**src/verilog/gpioc_pkg.sv**
```systemverilog
// Package: register map, reset values and carrier types for the GPIO port
package gpioc_pkg;
   localparam int          GPIOC_ADDR_W        = 6;
   localparam logic [5:0]  GPIOC_OFF_PORT      = 6'h00;
   localparam logic [5:0]  GPIOC_OFF_DIR       = 6'h04;
   localparam logic [5:0]  GPIOC_OFF_LAT       = 6'h08;
   localparam logic [5:0]  GPIOC_OFF_ANSEL     = 6'h0C;
   localparam logic [5:0]  GPIOC_OFF_WPU       = 6'h10;
   localparam logic [5:0]  GPIOC_OFF_ODC       = 6'h14;
   localparam logic [5:0]  GPIOC_OFF_SLR       = 6'h18;
   localparam logic [5:0]  GPIOC_OFF_INLVL     = 6'h1C;
   localparam logic [5:0]  GPIOC_OFF_CCDP      = 6'h20;
   localparam logic [5:0]  GPIOC_OFF_CCDN      = 6'h24;
   localparam logic [5:0]  GPIOC_OFF_CDCTL     = 6'h28;
   localparam logic [5:0]  GPIOC_OFF_NEGB      = 6'h2C;
   localparam logic [7:0]  GPIOC_RST_DIR       = 8'hFF;
   localparam logic [7:0]  GPIOC_RST_ANSEL     = 8'hFF;
   localparam logic [7:0]  GPIOC_RST_ZERO      = 8'h00;
   localparam logic [7:0]  GPIOC_RST_SLR       = 8'hFF;
   localparam logic [7:0]  GPIOC_RST_INLVL     = 8'hFF;
   localparam int          GPIOC_CCD_EN_BIT    = 7;
   localparam logic [7:0]  GPIOC_CDCTL_MASK    = 8'h83;
   localparam logic [1:0]  GPIOC_RESP_OKAY     = 2'b00;
   localparam logic [1:0]  GPIOC_RESP_SLVERR   = 2'b10;

   // Per-pin pad controls, one bit per pin in each field
   typedef struct packed {
      logic [7:0] drive_out;
      logic [7:0] drive_en;
      logic [7:0] open_drain;
      logic [7:0] slew_limit;
      logic [7:0] pullup_en;
      logic [7:0] schmitt_sel;
      logic [7:0] ccd_pos;
      logic [7:0] ccd_neg;
   } gpioc_pad_s;
endpackage

```
**src/verilog/gpioc_port.sv**
```systemverilog
// GPIO port: register file, AXI4-Lite slave and pad control
//
// Summary of operation
// - Neighbour negative drive register, resets zero
// - Current drive needs pin bit and global
// - Direction one makes pin tri-stated input
// - Direction zero drives latch onto pin
// - Port read pins, write goes latch
// - Port write replaces the whole latch byte
// - Latch holds most recent latch/port write
// - Direction controls drivers despite analog select
// - Analog selected pins read as zero
// - Analog select leaves digital output alone
// - Level select picks Schmitt or TTL
// - Open-drain bit makes output sink only
// - I2C ownership forces open-drain
// - Slew bit limits output slew rate
// - Independent weak pull-up bit per pin
// - Reset output source is port latch
// - Pull-up on, auto off for outputs
// - Direction bits reset to one
`timescale 1ns/10ps
module gpioc_port
   import gpioc_pkg::*;
(
   input  wire logic                    CLK_SYS,
   input  wire logic                    NRST,
   input  wire logic [GPIOC_ADDR_W-1:0] S_AXI_AWADDR,
   input  wire logic                    S_AXI_AWVALID,
   output logic                         S_AXI_AWREADY,
   input  wire logic [31:0]             S_AXI_WDATA,
   input  wire logic [3:0]              S_AXI_WSTRB,
   input  wire logic                    S_AXI_WVALID,
   output logic                         S_AXI_WREADY,
   output logic [1:0]                   S_AXI_BRESP,
   output logic                         S_AXI_BVALID,
   input  wire logic                    S_AXI_BREADY,
   input  wire logic [GPIOC_ADDR_W-1:0] S_AXI_ARADDR,
   input  wire logic                    S_AXI_ARVALID,
   output logic                         S_AXI_ARREADY,
   output logic [31:0]                  S_AXI_RDATA,
   output logic [1:0]                   S_AXI_RRESP,
   output logic                         S_AXI_RVALID,
   input  wire logic                    S_AXI_RREADY,
   input  wire logic [7:0]              PIN_SCHMITT_IN,
   input  wire logic [7:0]              PIN_TTL_IN,
   input  wire logic [7:0]              I2C_OWN,
   output gpioc_pad_s                   PAD_CTRL,
   output logic [7:0]                   NEG_DRIVE_B
);

   logic [7:0]  dir_reg;
   logic [7:0]  lat_reg;
   logic [7:0]  ansel_reg;
   logic [7:0]  wpu_reg;
   logic [7:0]  odc_reg;
   logic [7:0]  slr_reg;
   logic [7:0]  inlvl_reg;
   logic [7:0]  ccdp_reg;
   logic [7:0]  ccdn_reg;
   logic [7:0]  cdctl_reg;
   logic [7:0]  negb_reg;
   logic [7:0]  s_sync1_reg;
   logic [7:0]  s_sync2_reg;
   logic [7:0]  t_sync1_reg;
   logic [7:0]  t_sync2_reg;
   logic [7:0]  i_sync1_reg;
   logic [7:0]  i_sync2_reg;
   logic [7:0]  pin_level;
   logic [7:0]  pin_read;
   logic        aw_held_reg;
   logic        w_held_reg;
   logic [5:0]  awaddr_reg;
   logic [31:0] wdata_reg;
   logic [3:0]  wstrb_reg;
   logic        wr_fire;
   logic        wr_lane0;
   logic        rd_fire;
   logic [5:0]  wr_addr;
   logic [7:0]  wr_byte;
   logic        ccd_global;

   // Decodes an offset into a known-register flag
   function automatic logic gpioc_mapped(input logic [5:0] a);
      gpioc_mapped = (a[1:0] == 2'b00) && (a <= GPIOC_OFF_NEGB);
   endfunction

   // Pin samples pass two flops before any read logic
   always_ff @(posedge CLK_SYS) begin
      if (!NRST) begin
         s_sync1_reg <= GPIOC_RST_ZERO;
         s_sync2_reg <= GPIOC_RST_ZERO;
         t_sync1_reg <= GPIOC_RST_ZERO;
         t_sync2_reg <= GPIOC_RST_ZERO;
         i_sync1_reg <= GPIOC_RST_ZERO;
         i_sync2_reg <= GPIOC_RST_ZERO;
      end else begin
         s_sync1_reg <= PIN_SCHMITT_IN;
         s_sync2_reg <= s_sync1_reg;
         t_sync1_reg <= PIN_TTL_IN;
         t_sync2_reg <= t_sync1_reg;
         i_sync1_reg <= I2C_OWN;
         i_sync2_reg <= i_sync1_reg;
      end
   end

   // Threshold choice picks the sample that port reads return
   assign pin_level = (inlvl_reg & s_sync2_reg)
                    | (~inlvl_reg & t_sync2_reg);
   assign pin_read  = pin_level & ~ansel_reg;

   // Write channel: address and data taken in either order
   assign wr_fire  = aw_held_reg && w_held_reg && !S_AXI_BVALID;
   assign wr_addr  = awaddr_reg;
   assign wr_byte  = wdata_reg[7:0];
   assign wr_lane0 = wr_fire && wstrb_reg[0] && gpioc_mapped(wr_addr);

   always_ff @(posedge CLK_SYS) begin
      if (!NRST) begin
         aw_held_reg   <= 1'b0;
         w_held_reg    <= 1'b0;
         awaddr_reg    <= 6'h00;
         wdata_reg     <= 32'h0000_0000;
         wstrb_reg     <= 4'h0;
         S_AXI_AWREADY <= 1'b0;
         S_AXI_WREADY  <= 1'b0;
         S_AXI_BVALID  <= 1'b0;
         S_AXI_BRESP   <= GPIOC_RESP_OKAY;
      end else begin
         S_AXI_AWREADY <= !aw_held_reg && !S_AXI_AWREADY;
         S_AXI_WREADY  <= !w_held_reg && !S_AXI_WREADY;
         if (S_AXI_AWVALID && S_AXI_AWREADY) begin
            aw_held_reg   <= 1'b1;
            awaddr_reg    <= S_AXI_AWADDR;
            S_AXI_AWREADY <= 1'b0;
         end
         if (S_AXI_WVALID && S_AXI_WREADY) begin
            w_held_reg   <= 1'b1;
            wdata_reg    <= S_AXI_WDATA;
            wstrb_reg    <= S_AXI_WSTRB;
            S_AXI_WREADY <= 1'b0;
         end
         if (wr_fire) begin
            S_AXI_BVALID <= 1'b1;
            S_AXI_BRESP  <= gpioc_mapped(wr_addr) ? GPIOC_RESP_OKAY
                                                  : GPIOC_RESP_SLVERR;
         end
         if (S_AXI_BVALID && S_AXI_BREADY) begin
            S_AXI_BVALID <= 1'b0;
            aw_held_reg  <= 1'b0;
            w_held_reg   <= 1'b0;
         end
      end
   end

   // Direction and analog select reset to tri-stated analog inputs
   always_ff @(posedge CLK_SYS) begin
      if (!NRST) begin
         dir_reg   <= GPIOC_RST_DIR;
         ansel_reg <= GPIOC_RST_ANSEL;
      end else if (wr_lane0) begin
         if (wr_addr == GPIOC_OFF_DIR) begin
            dir_reg <= wr_byte;
         end
         if (wr_addr == GPIOC_OFF_ANSEL) begin
            ansel_reg <= wr_byte;
         end
      end
   end

   // Port writes land in the latch as a whole byte
   always_ff @(posedge CLK_SYS) begin
      if (!NRST) begin
         lat_reg <= GPIOC_RST_ZERO;
      end else if (wr_lane0) begin
         if (wr_addr == GPIOC_OFF_LAT) begin
            lat_reg <= wr_byte;
         end
         if (wr_addr == GPIOC_OFF_PORT) begin
            lat_reg <= wr_byte;
         end
      end
   end

   // Pad option registers
   always_ff @(posedge CLK_SYS) begin
      if (!NRST) begin
         wpu_reg   <= GPIOC_RST_ZERO;
         odc_reg   <= GPIOC_RST_ZERO;
         slr_reg   <= GPIOC_RST_SLR;
         inlvl_reg <= GPIOC_RST_INLVL;
      end else if (wr_lane0) begin
         case (wr_addr)
            GPIOC_OFF_WPU:   wpu_reg   <= wr_byte;
            GPIOC_OFF_ODC:   odc_reg   <= wr_byte;
            GPIOC_OFF_SLR:   slr_reg   <= wr_byte;
            GPIOC_OFF_INLVL: inlvl_reg <= wr_byte;
            default: begin
            end
         endcase
      end
   end

   // Current-drive registers
   always_ff @(posedge CLK_SYS) begin
      if (!NRST) begin
         ccdp_reg   <= GPIOC_RST_ZERO;
         ccdn_reg   <= GPIOC_RST_ZERO;
         cdctl_reg  <= GPIOC_RST_ZERO;
         negb_reg   <= GPIOC_RST_ZERO;
      end else if (wr_lane0) begin
         case (wr_addr)
            GPIOC_OFF_CCDP:   ccdp_reg   <= wr_byte;
            GPIOC_OFF_CCDN:   ccdn_reg   <= wr_byte;
            GPIOC_OFF_CDCTL:  cdctl_reg  <= wr_byte & GPIOC_CDCTL_MASK;
            GPIOC_OFF_NEGB:   negb_reg   <= wr_byte;
            default: begin
            end
         endcase
      end
   end

   // Read channel: one read in flight, data returned a cycle later
   assign rd_fire = S_AXI_ARVALID && S_AXI_ARREADY;

   always_ff @(posedge CLK_SYS) begin
      if (!NRST) begin
         S_AXI_ARREADY <= 1'b0;
         S_AXI_RVALID  <= 1'b0;
         S_AXI_RDATA   <= 32'h0000_0000;
         S_AXI_RRESP   <= GPIOC_RESP_OKAY;
      end else begin
         S_AXI_ARREADY <= !S_AXI_RVALID && !S_AXI_ARREADY;
         if (rd_fire) begin
            S_AXI_ARREADY <= 1'b0;
            S_AXI_RVALID  <= 1'b1;
            S_AXI_RRESP   <= gpioc_mapped(S_AXI_ARADDR) ? GPIOC_RESP_OKAY
                                                        : GPIOC_RESP_SLVERR;
            case (S_AXI_ARADDR)
               GPIOC_OFF_PORT:   S_AXI_RDATA <= {24'h00_0000, pin_read};
               GPIOC_OFF_DIR:    S_AXI_RDATA <= {24'h00_0000, dir_reg};
               GPIOC_OFF_LAT:    S_AXI_RDATA <= {24'h00_0000, lat_reg};
               GPIOC_OFF_ANSEL:  S_AXI_RDATA <= {24'h00_0000, ansel_reg};
               GPIOC_OFF_WPU:    S_AXI_RDATA <= {24'h00_0000, wpu_reg};
               GPIOC_OFF_ODC:    S_AXI_RDATA <= {24'h00_0000, odc_reg};
               GPIOC_OFF_SLR:    S_AXI_RDATA <= {24'h00_0000, slr_reg};
               GPIOC_OFF_INLVL:  S_AXI_RDATA <= {24'h00_0000, inlvl_reg};
               GPIOC_OFF_CCDP:   S_AXI_RDATA <= {24'h00_0000, ccdp_reg};
               GPIOC_OFF_CCDN:   S_AXI_RDATA <= {24'h00_0000, ccdn_reg};
               GPIOC_OFF_CDCTL:  S_AXI_RDATA <= {24'h00_0000, cdctl_reg};
               GPIOC_OFF_NEGB:   S_AXI_RDATA <= {24'h00_0000, negb_reg};
               default:          S_AXI_RDATA <= 32'h0000_0000;
            endcase
         end else if (S_AXI_RVALID && S_AXI_RREADY) begin
            S_AXI_RVALID <= 1'b0;
         end
      end
   end

   // Pad controls registered so every output is a flop
   assign ccd_global = cdctl_reg[GPIOC_CCD_EN_BIT];

   always_ff @(posedge CLK_SYS) begin
      if (!NRST) begin
         PAD_CTRL    <= '0;
         NEG_DRIVE_B <= GPIOC_RST_ZERO;
      end else begin
         // Latch is the only output source in this block
         PAD_CTRL.drive_out   <= lat_reg;
         // Analog select deliberately absent from driver enable
         PAD_CTRL.drive_en    <= ~dir_reg;
         PAD_CTRL.open_drain <= odc_reg | i2c_mask(i_sync2_reg);
         PAD_CTRL.slew_limit  <= slr_reg;
         PAD_CTRL.pullup_en   <= wpu_reg & dir_reg;
         PAD_CTRL.schmitt_sel <= inlvl_reg;
         // Undefined with global off; gating keeps pad safe
         PAD_CTRL.ccd_pos     <= ccdp_reg & {8{ccd_global}};
         PAD_CTRL.ccd_neg     <= ccdn_reg & {8{ccd_global}};
         NEG_DRIVE_B          <= negb_reg & {8{ccd_global}};
      end
   end

   // Pins owned by the I2C function
   function automatic logic [7:0] i2c_mask(input logic [7:0] own);
      i2c_mask = own;
   endfunction

endmodule

```
**config.mk**
```make
export PLATFORM = sky130hd
export DESIGN_NAME = gpioc_port
export DESIGN_NICKNAME = d
export VERILOG_FILES = /design/src/verilog/gpioc_pkg.sv /design/src/verilog/gpioc_port.sv
export SDC_FILE = /design/constraint.sdc
export NUM_CORES = 1
export LEC_CHECK = 0
export ABC_CLOCK_PERIOD_IN_PS = 2500
export BUFFER_PORTS_ARGS = -buffer_cell sky130_fd_sc_hd__buf_2
export CAP_MARGIN = 20
export CORE_ASPECT_RATIO = 0.9
export CORE_MARGIN = 5
export CORE_UTILIZATION = 52
export CTS_CLUSTER_SIZE = 28
export DETAILED_ROUTE_END_ITERATION = 6
export PLACE_DENSITY = 0.87
export SLEW_MARGIN = 20
export SYNTH_ARGS = -nofsm -noshare
export SYNTH_HDL_FRONTEND = slang
export SYNTH_SLANG_ARGS = --single-unit
```
**constraint.sdc**
```tcl
create_clock -name CLK_SYS -period 2.5 [get_ports CLK_SYS]
set_clock_uncertainty 0.2 [all_clocks]
set_input_delay 0.125 -clock CLK_SYS [delete_from_list [all_inputs] [get_ports CLK_SYS]]
set_output_delay 0.125 -clock CLK_SYS [all_outputs]
set_load 0.05 [all_outputs]
```
==> results of run 1 <==
## through the flow
stage	cell area (um2)	hold WS [ps]	total power [mW]	instances	worst slack, ps
floorplan	8690	52.3	4.34	822	388
global placement	9400	131	4.43	1106	478
detailed placement	9400	134	4.44	1106	445
CTS	10900	5.89	7.80	1218	316
global route	10900	56.2	8.01	1218	156
finish	10900	32.9	7.77	1218	260
## worst max path at each step
stage	startpoint	end	cells after the start
2_1_floorplan	S_AXI_BVALID	dir_reg[0]	6
3_3_place_gp	S_AXI_ARADDR[2]	S_AXI_RDATA[0]	5
5_1_grt	S_AXI_AWREADY	awaddr_reg[2]	4
3_5_place_dp	S_AXI_ARADDR[2]	S_AXI_RDATA[0]	5
4_1_cts	S_AXI_AWREADY	awaddr_reg[2]	4
6_report	S_AXI_AWREADY	awaddr_reg[2]	4
## cell type report
cell class / instances / share of cell area, %
flip-flops and latches: 235 / 43.3
multi-input cells: 505 / 32.9
repair buffers: 232 / 14.7
clock buffers: 29 / 5.88
well taps: 207 / 2.39
clock inverters: 10 / 0.784
## timing repair
action,4_1_cts,5_1_grt
resized for setup,0,0
endpoints found under the hold margin,69,0
hold buffers,73,0
## worst max-delay path: stages (launching register included)
cell	delay, ps
dfxtp_1	510
nand3_1	150
dlygate4sd3_1	600
a21boi_0	170
dlygate4sd3_1	570
## synth_stat cells, types with 3 or more instances
cell type | instances | area share, %
nand4_1 | 12 | 0.87
buf_1 | 3 | 0.13
o21a_1 | 10 | 0.87
a21oi_1 | 13 | 0.76
mux4_2 | 10 | 2.6
a22oi_1 | 8 | 0.70
a221oi_1 | 5 | 0.51
o21ai_0 | 9 | 0.52
nand2_1 | 63 | 2.7
buf_2 | 8 | 0.47
nor2_1 | 3 | 0.13
nor4_1 | 6 | 0.44
clkbuf_1 | 45 | 2.0
a22o_1 | 5 | 0.51
nand3_1 | 11 | 0.64
nor3b_1 | 5 | 0.44
a21boi_0 | 17 | 1.5
and3_1 | 32 | 2.3
and2_1 | 76 | 5.5
mux2i_1 | 101 | 12
nor2b_1 | 66 | 4.8
mux2_2 | 5 | 0.65
dfxtp_1 | 235 | 55
buf_4 | 26 | 2.3
## logic make-up after synthesis
kind of cell	count (synthesis)	share of synthesized area (%)
AO/OA/AOI/OAI	76	6.17
flip-flops	235	54.7
multiplexers	116	15.0
buffers and inverters	82	4.83
AND/OR/NAND/NOR	287	19.2
other	1	0.0436
## cells in the final DEF (no fill, tap or decap), types with 6 or more instances in the layout
| cell | n |
|---|---|
| buf_4 | 21 |
| dlygate4sd3_1 | 73 |
| a21boi_0 | 17 |
| mux2i_1 | 101 |
| dfxtp_1 | 235 |
| o21ai_0 | 9 |
| nor4_1 | 6 |
| clkinv_2 | 7 |
| and3_1 | 32 |
| clkbuf_16 | 23 |
| buf_2 | 137 |
| nand3_1 | 11 |
| a21oi_1 | 13 |
| a22oi_1 | 8 |
| nand4_1 | 12 |
| nor2b_1 | 66 |
| mux4_2 | 10 |
| conb_1 | 26 |
| nand2_1 | 63 |
| and2_1 | 76 |
| o21a_1 | 10 |
## routing by layer
layer  vias up  GRT usage [%]  wire, um
li1       3076              -         -
met1      3017           29.6      9430
met2       266           32.2      9320
met3        33           4.23      1580
met4         0           4.20       371
met5         -              0         0
## where the power goes
group,total (mW),switching [mW],internal [mW],leakage (nW)
Combinational,0.575,0.353,0.222,2.96
Clock,3.31,1.40,1.91,0.367
Sequential,3.88,0.0592,3.82,1.91
Total,7.77,1.81,5.95,5.24
==> run summary, run 1 <==
share of layout cells above drive strength 1 = 21.1%
Critical Setup Path Class = reg2reg
Setup TNS = 0 ps
leak pwr = 5.24 nW
overall die height = 132 um
Overflow after GRT = 0
syn_area_per_cell = 10.8 um2
Yosys reg bits = 235
Core Util, Final = 67.1%
Startpoint Class = flop
Critical Path End Type = flop
DIE WIDTH = 146 um
CP required = 2730 ps
DIE AREA = 19,200 um2
vias in the first global route = 6,196
Mapped Area = 8600 um2
initial antenna violation count = 0
Detail Route Antenna Nets = 0
Synth Warn # = 0
Clock Latency Late Sink = 510 ps
Clock Root Buffer = clkbuf_16
core area = 16,200 um2
Largest register FFs = 64
sequential area share after synthesis = 54.7%
slew at the pin closest to its max-slew limit = 659 ps
aggregate global-route resource usage = 20.5%
# H-tree levels = 1
Final HPWL DP = 13,400 um
drt initial violations = 467
Post-synth EDFFs = 0
Critical R2R Capture = awaddr_reg[2]
gpl congestion = 0.893
r2r worst-path depth = 4
Critical Path AT = 2470 ps
Final Setup Violations = 0
antenna diode count = 0
Worst Path Max Fanout = 10
register area = 4700 um2
initial core utilization = 53.1%
footprint of the multi-input gates = 3570 um2
CTS tree = done
Mapped Cells = 797
max-slew violation count = 0
Area growth, synth to finish = 26.2%
Endpoint, Worst Hold = wdata_reg[2]
Fillers = 1,192
Clock Path Buffers = 3
fin crit share = 89.6%
ys flop type = dfxtp_1
RSZ-0062 raised after global routing = false
cell row count = 44
hold path start = S_AXI_WVALID
total number of vias = 6,392
PwrDens = 715 nW/um2
WL final = 20,700 um
largest net degree at the start of global routing = 87
buffer count from post-CTS setup fixing = 0
endpoints failing hold = 0
worst rel slew slack = 56.0%
routed length per instance = 17.0 um
clock slew at reported path FFs = 70 ps
Reg2Reg Launch Point = S_AXI_AWREADY
Ports = 192
routed vias/inst = 5.25
DRC = 0
post-synthesis async set-or-reset flop share = 0%
Sink Count = 235
Largest Register = PAD_CTRL
worst hold path class = in2reg
TritonRoute pass-1 iters = 5
final worst path period need = 2240 ps
max frequency = 446 MHz
Reg2Reg Setup Slack = 260 ps
CTS Buf Count = 23
I/O Buffers = 138
worst hold path depth = 4
status = finished, final reports clean
Nets = 1,076
global-route wire length before repair = 32,900 um
Synth cell types = 40
max-cap violations = 0
worst vdd ir = 575 uV
(Power assumes the default switching activity.)
==> run 2, diff against run 1 <==
--- a/config.mk
+++ b/config.mk
@@ -10,10 +10,10 @@
 export CAP_MARGIN = 20
 export CORE_ASPECT_RATIO = 0.9
 export CORE_MARGIN = 5
-export CORE_UTILIZATION = 52
+export CORE_UTILIZATION = 45
 export CTS_CLUSTER_SIZE = 28
 export DETAILED_ROUTE_END_ITERATION = 6
-export PLACE_DENSITY = 0.87
+export PLACE_DENSITY = 0.78
 export SLEW_MARGIN = 20
 export SYNTH_ARGS = -nofsm -noshare
 export SYNTH_HDL_FRONTEND = slang
==> run summary, run 2 (synthesis gave the netlist of run 1 again) <==
routed vias/inst = 4.98 (-5.1%)
PwrDens = 740 nW/um2 (+3.4%)
CTS tree = done
CP peak stage delay = 590 ps (about the same)
design area = 10,900 um2 (+0.69%)
worst hold path class = in2reg
Area growth, synth to finish = 27.1%
largest net degree at the start of global routing = 164 (+89%)
quantity of gates resized following cts = 0 (unchanged)
Sw Ratio = 22.2% (-1.1 points)
worst vdd ir = 514 uV (-11%)
global-route wire length before repair = 33,600 um (+2.3%)
max-cap violations = 0 (unchanged)
# H-tree levels = 1 (unchanged)
endpoints failing hold = 0 (unchanged)
Critical Path Start = S_AXI_AWREADY
Clock Root Buffer = clkbuf_16
register share of total power = 48.0% (-1.9 points)
DRC = 0 (unchanged)
worst rel slew slack = 58.1% (+2.1 points)
post-route worst setup slack = 293 ps (+33.5 ps)
Ports = 192 (unchanged)
final worst path period need = 2210 ps (-33.5 ps)
total number of vias = 6,263 (-2.0%)
Reg2Reg Setup Slack = 290 ps (+30 ps)
CTS Buf Count = 24 (+4.3%)
P_int = 6.29 mW (+5.7%)
drt initial violations = 390 (-16%)
core area = 19,000 um2 (+17%)
aggregate global-route resource usage = 18.8% (-1.7 points)
routed length per instance = 16.6 um (-2.1%)
logic gate share of total power = 7.0% (-0.4 points)
CP most frequent cell = dlygate4sd3_1
register area = 4700 um2 (unchanged)
RSZ-0062 raised after global routing = false
WL final = 20,900 um (+1.1%)
share of layout cells above drive strength 1 = 20.8% (-0.31 points)
DIE AREA = 22,000 um2 (+14%)
Clock Path Buffers = 3 (unchanged)
Clock Latency Late Sink = 510 ps (about the same)
Critical R2R Capture = awaddr_reg[2]
CP endpoint = awaddr_reg[2]
max frequency = 453 MHz (+1.5%)
dpl ws = 468 ps (+22.8 ps)
overall die height = 141 um (+6.9%)
CP required = 2740 ps (about the same)
Detail Route Antenna Nets = 0 (unchanged)
leak pwr = 5.24 nW (-0.12%)
cell row count = 48 (+9.1%)
Critical Setup Path Class = reg2reg
most frequent cells in the layout = 235 x dfxtp_1, 137 x buf_2, 101 x mux2i_1
Fillers = 1,612 (+35%)
worst path cell trace = nand3_1 -> dlygate4sd3_1 -> a21boi_0 -> dlygate4sd3_1
Largest register FFs = 64 (unchanged)
initial antenna violation count = 0 (unchanged)
Setup TNS = 0 ps (unchanged)
TritonRoute pass-1 iters = 5 (unchanged)
Startpoint Class = flop
Critical Path End Type = flop
slowest CP cell = dlygate4sd3_1
I/O Buffers = 138 (unchanged)
hold path start = S_AXI_ARADDR[1]
Overflow after GRT = 0 (unchanged)
DIE WIDTH = 156 um (+7.0%)
Largest Register = PAD_CTRL
slew at the pin closest to its max-slew limit = 628 ps (-31.1 ps)
r2r worst-path depth = 4 (unchanged)
commonest non-fill, non-tap cell in the layout = dfxtp_1
antenna diode count = 0 (unchanged)
gpl congestion = 0.914 (+2.4%)
clock slew at reported path FFs = 60 ps (about the same)
footprint of the multi-input gates = 3570 um2 (unchanged)
Reg2Reg Launch Point = S_AXI_AWREADY
status = finished, final reports clean
Final Setup Violations = 0 (unchanged)
clock network power share = 45.1% (+2.4 points)
vias in the first global route = 6,204 (+0.13%)
Sink Count = 235 (unchanged)
max-slew violation count = 0 (unchanged)
Switch Pwr = 1.80 mW (-0.89%)
Final HPWL DP = 13,500 um (+1.2%)
Worst Path Max Fanout = 10 (unchanged)
placed instance area = 9430 um2 (+0.33%)
Nets = 1,069 (-0.65%)
fin crit share = 88.3% (-1.3 points)
Critical Path AT = 2450 ps (-20 ps)
initial core utilization = 45.3% (-7.8 points)
-- run 2: power groups by stage --
stage          Clock, mW  Sequential [mW]  Combinational [mW]
6_report            3.64             3.88               0.564
5_1_grt             3.91             3.89               0.607
4_1_cts             3.72             3.88               0.558
3_5_place_dp           0             3.96               0.480
3_3_place_gp           0             3.96               0.474
2_1_floorplan          0             4.01               0.331
-- run 2: how the worst min path moves through the flow --
stage	endpoint	slack (ps)	depth (start not counted)
after global placement	i_sync1_reg[7]	130	2
after floorplan	i_sync1_reg[0]	50	1
after global routing	wdata_reg[0]	80	4
final	S_AXI_RDATA[1]	40	5
after detailed placement	t_sync1_reg[7]	140	2
after CTS	S_AXI_RDATA[1]	6	5
-- run 2: layout make-up --
type                       count  area share [%]
clock inverter                 7            1.01
sequential                   235            43.0
timing repair buffer         224            13.9
clock buffer                  36            6.47
multi-input combinational    505            32.7
tap                          250            2.86
-- run 2: timing repair --
action | 4_1_cts | 5_1_grt
hold buffers | 68 | 0
buffers inserted | 0 | 0
hold endpoints to repair | 78 | 0
-- run 2: critical path, delay by kind of cell, from the launching register on --
| kind | cells | cell delay (ps) |
|---|---|---|
| buffers and inverters | 2 | 1150 |
| AND/OR/NAND/NOR | 1 | 140 |
| flip-flops | 1 | 510 |
| AO/OA/AOI/OAI | 1 | 160 |
-- run 2: metal layers --
layer | global-route usage [%] | up-vias | share of wire [%] | wire, um
li1 | - | 3058 | - | -
met1 | 27.1 | 2900 | 46 | 9580
met2 | 28.8 | 258 | 43 | 9090
met3 | 4.02 | 47 | 8.0 | 1670
met4 | 5.02 | 0 | 2.8 | 576
met5 | 0 | - | 0 | 0
-- run 2: stage by stage --
stage	power, mW	utilization [%]	cells	hold slack, ps
2_1_floorplan	4.34	-	822	52.3
3_5_place_dp	4.44	49.7	1146	135
3_3_place_gp	4.43	49.7	1146	132
5_1_grt	8.40	57.6	1257	79.3
4_1_cts	8.16	57.6	1257	5.74
6_report	8.09	57.6	1257	37.1
==> run 3, diff against run 2 <==
--- a/config.mk
+++ b/config.mk
@@ -5,6 +5,7 @@
 export SDC_FILE = /design/constraint.sdc
 export NUM_CORES = 1
 export LEC_CHECK = 0
+export ABC_AREA = 1
 export ABC_CLOCK_PERIOD_IN_PS = 2500
 export BUFFER_PORTS_ARGS = -buffer_cell sky130_fd_sc_hd__buf_2
 export CAP_MARGIN = 20
==> run summary, run 3 <==
Area growth, synth to finish = 26.7%
WL final = 25,900 um (+24%)
overall die height = 142 um (+0.51%)
worst vdd ir = 441 uV (-14%)
largest net degree at the start of global routing = 77 (-53%)
# H-tree levels = 1 (unchanged)
Final Setup Violations = 0 (unchanged)
worst hold path class = in2reg
syn_area_per_cell = 7.96 um2 (-26%)
synth cell count leaders = 235 x dfxtp_1, 227 x nand2_1, 154 x inv_1, 120 x nor2_1, 79 x a21oi_1
status = finished, final reports clean
buffer count from post-CTS setup fixing = 0 (unchanged)
Clock Path Buffers = 3 (unchanged)
routed length per instance = 16.6 um (-0.17%)
Clock Latency Late Sink = 520 ps (about the same)
final cell count without fillers = 1,559 (+24%)
initial core utilization = 45.5% (+0.21 points)
antenna diode count = 0 (unchanged)
DIE WIDTH = 157 um (+0.51%)
CP peak stage delay = 580 ps (about the same)
Overall Power = 8.44 mW (+4.4%)
TritonRoute pass-1 iters = 5 (unchanged)
clock slew at reported path FFs = 60 ps (about the same)
Crit path max-delay family = buffers and inverters
worst path cell trace = nand2_1 -> o21ai_0 -> dlygate4sd3_1 -> a21oi_1 -> dlygate4sd3_1
max-slew violation count = 0 (unchanged)
Yosys reg bits = 235 (unchanged)
drt initial violations = 550 (+41%)
Critical Setup Path Class = reg2reg
Startpoint Class = flop
total number of vias = 7,755 (+24%)
initial antenna violation count = 0 (unchanged)
Worst Path Max Fanout = 10 (unchanged)
Synth area leader = dfxtp_1
max-cap violations = 0 (unchanged)
quantity of gates resized following cts = 0 (unchanged)
global-route wire length before repair = 40,400 um (+20%)
leak pwr = 5.48 nW (+4.7%)
Ports = 192 (unchanged)
Mapped Cells = 1,092 (+37%)
slowest CP cell = dlygate4sd3_1
DRC = 0 (unchanged)
routed vias/inst = 4.97 (-0.16%)
Nets = 1,370 (+28%)
worst rel slew slack = 44.8% (-13 points)
Post-synth EDFFs = 0 (unchanged)
final worst path period need = 2280 ps (+68.7 ps)
Detail Route Antenna Nets = 0 (unchanged)
CP required = 2700 ps (-40 ps)
Critical Path End Type = flop
most frequent cells in the layout = 235 x dfxtp_1, 227 x nand2_1, 154 x inv_1
top cell type's share of synthesized area = 54.1% (-0.59 points)
ys flop type = dfxtp_1
core area = 19,100 um2 (+0.63%)
share of layout cells above drive strength 1 = 16.9% (-3.9 points)
sequential area share after synthesis = 54.1% (-0.59 points)
CTS Buf Count = 24 (unchanged)
fin crit share = 91.0% (+2.7 points)
Largest register FFs = 64 (unchanged)
cell row count = 48 (unchanged)
Critical Path AT = 2470 ps (+20 ps)
buffer and inverter count on the worst path = 2 (unchanged)
CTS tree = done
DIE AREA = 22,200 um2 (+1.0%)
Setup TNS = 0 ps (unchanged)
RSZ-0062 raised after global routing = false
slew at the pin closest to its max-slew limit = 826 ps (+198 ps)
Synth Warn # = 0 (unchanged)
commonest non-fill, non-tap cell in the layout = dfxtp_1
max frequency = 439 MHz (-3.0%)
Largest Register = PAD_CTRL
aggregate global-route resource usage = 23.0% (+4.2 points)
Overflow after GRT = 0 (unchanged)
CP most frequent cell = dlygate4sd3_1
vias in the first global route = 7,401 (+19%)
endpoints failing hold = 0 (unchanged)
count leader, synth = dfxtp_1
top cells by area, synth = dfxtp_1 54%, nand2_1 9.8%, inv_1 6.6%
gpl congestion = 0.919 (+0.47%)
Synth cell types = 31 (-23%)
Inst Count DP = 1,452 (+27%)
Sink Count = 235 (unchanged)
PwrDens = 766 nW/um2 (+3.6%)
Mapped Area = 8690 um2 (+1.1%)
Final HPWL DP = 17,800 um (+31%)
I/O Buffers = 138 (unchanged)
Clock Root Buffer = clkbuf_16
post-synthesis async set-or-reset flop share = 0% (unchanged)
run 3: logic make-up after synthesis:
logic type,Yosys count,share of synthesized area [%]
other,1,0.0431
AND/OR/NAND/NOR,445,22.2
flip-flops,235,54.1
buffers and inverters,227,11.4
AO/OA/AOI/OAI,184,12.2
run 3: timing repair:
action,4_1_cts,5_1_grt
hold buffers,63,0
endpoints found under the setup margin,0,0
hold endpoints to repair,72,0
run 3: final timing paths:
check	from	end	slack (ps)	depth (start not counted)
hold reg to reg	i_sync1_reg[4]	i_sync2_reg[4]	210	2
hold / removal	NRST	slr_reg[1]	60	3
setup reg to reg	S_AXI_AWREADY	awaddr_reg[4]	220	5
setup / recovery	S_AXI_AWREADY	awaddr_reg[4]	220	5
run 3: worst min-delay path, delay by kind of cell:
| kind | cells | cell delay [ps] |
|---|---|---|
| buf+inv | 2 | 460 |
| compound gates | 1 | 150 |
run 3: cell type report:
type	count	area [um2]
clock buffer	32	671
clock inverter	12	205
fill	1753	8080
inverter	159	597
multi-input combinational	655	3090
sequential	235	4700
tap	250	313
timing repair buffer	216	1440
run 3: routing by layer:
layer | part of all wire, % | global-route usage (%)
met1 | 43 | 31.6
met2 | 45 | 36.4
met3 | 8.3 | 4.39
met4 | 3.6 | 8.17
met5 | 0 | 0
run 3: per-stage QoR:
step                setup WS, ps  instance area [um2]  hold WS (ps)  util, %
CTS                          326                11000          48.0     57.7
finish                       224                11000          56.3     57.7
global placement             515                 9510           111     49.8
floorplan                    524                 8790          22.6        -
detailed placement           461                 9510           111     49.8
global route                 157                11000          95.3     57.7
run 3: power by group:
| group | internal [mW] | switching, mW |
|---|---|---|
| clock | 2.42 | 1.49 |
| sequential | 3.83 | 0.0576 |
| combinational | 0.186 | 0.466 |
| total | 6.43 | 2.01 |
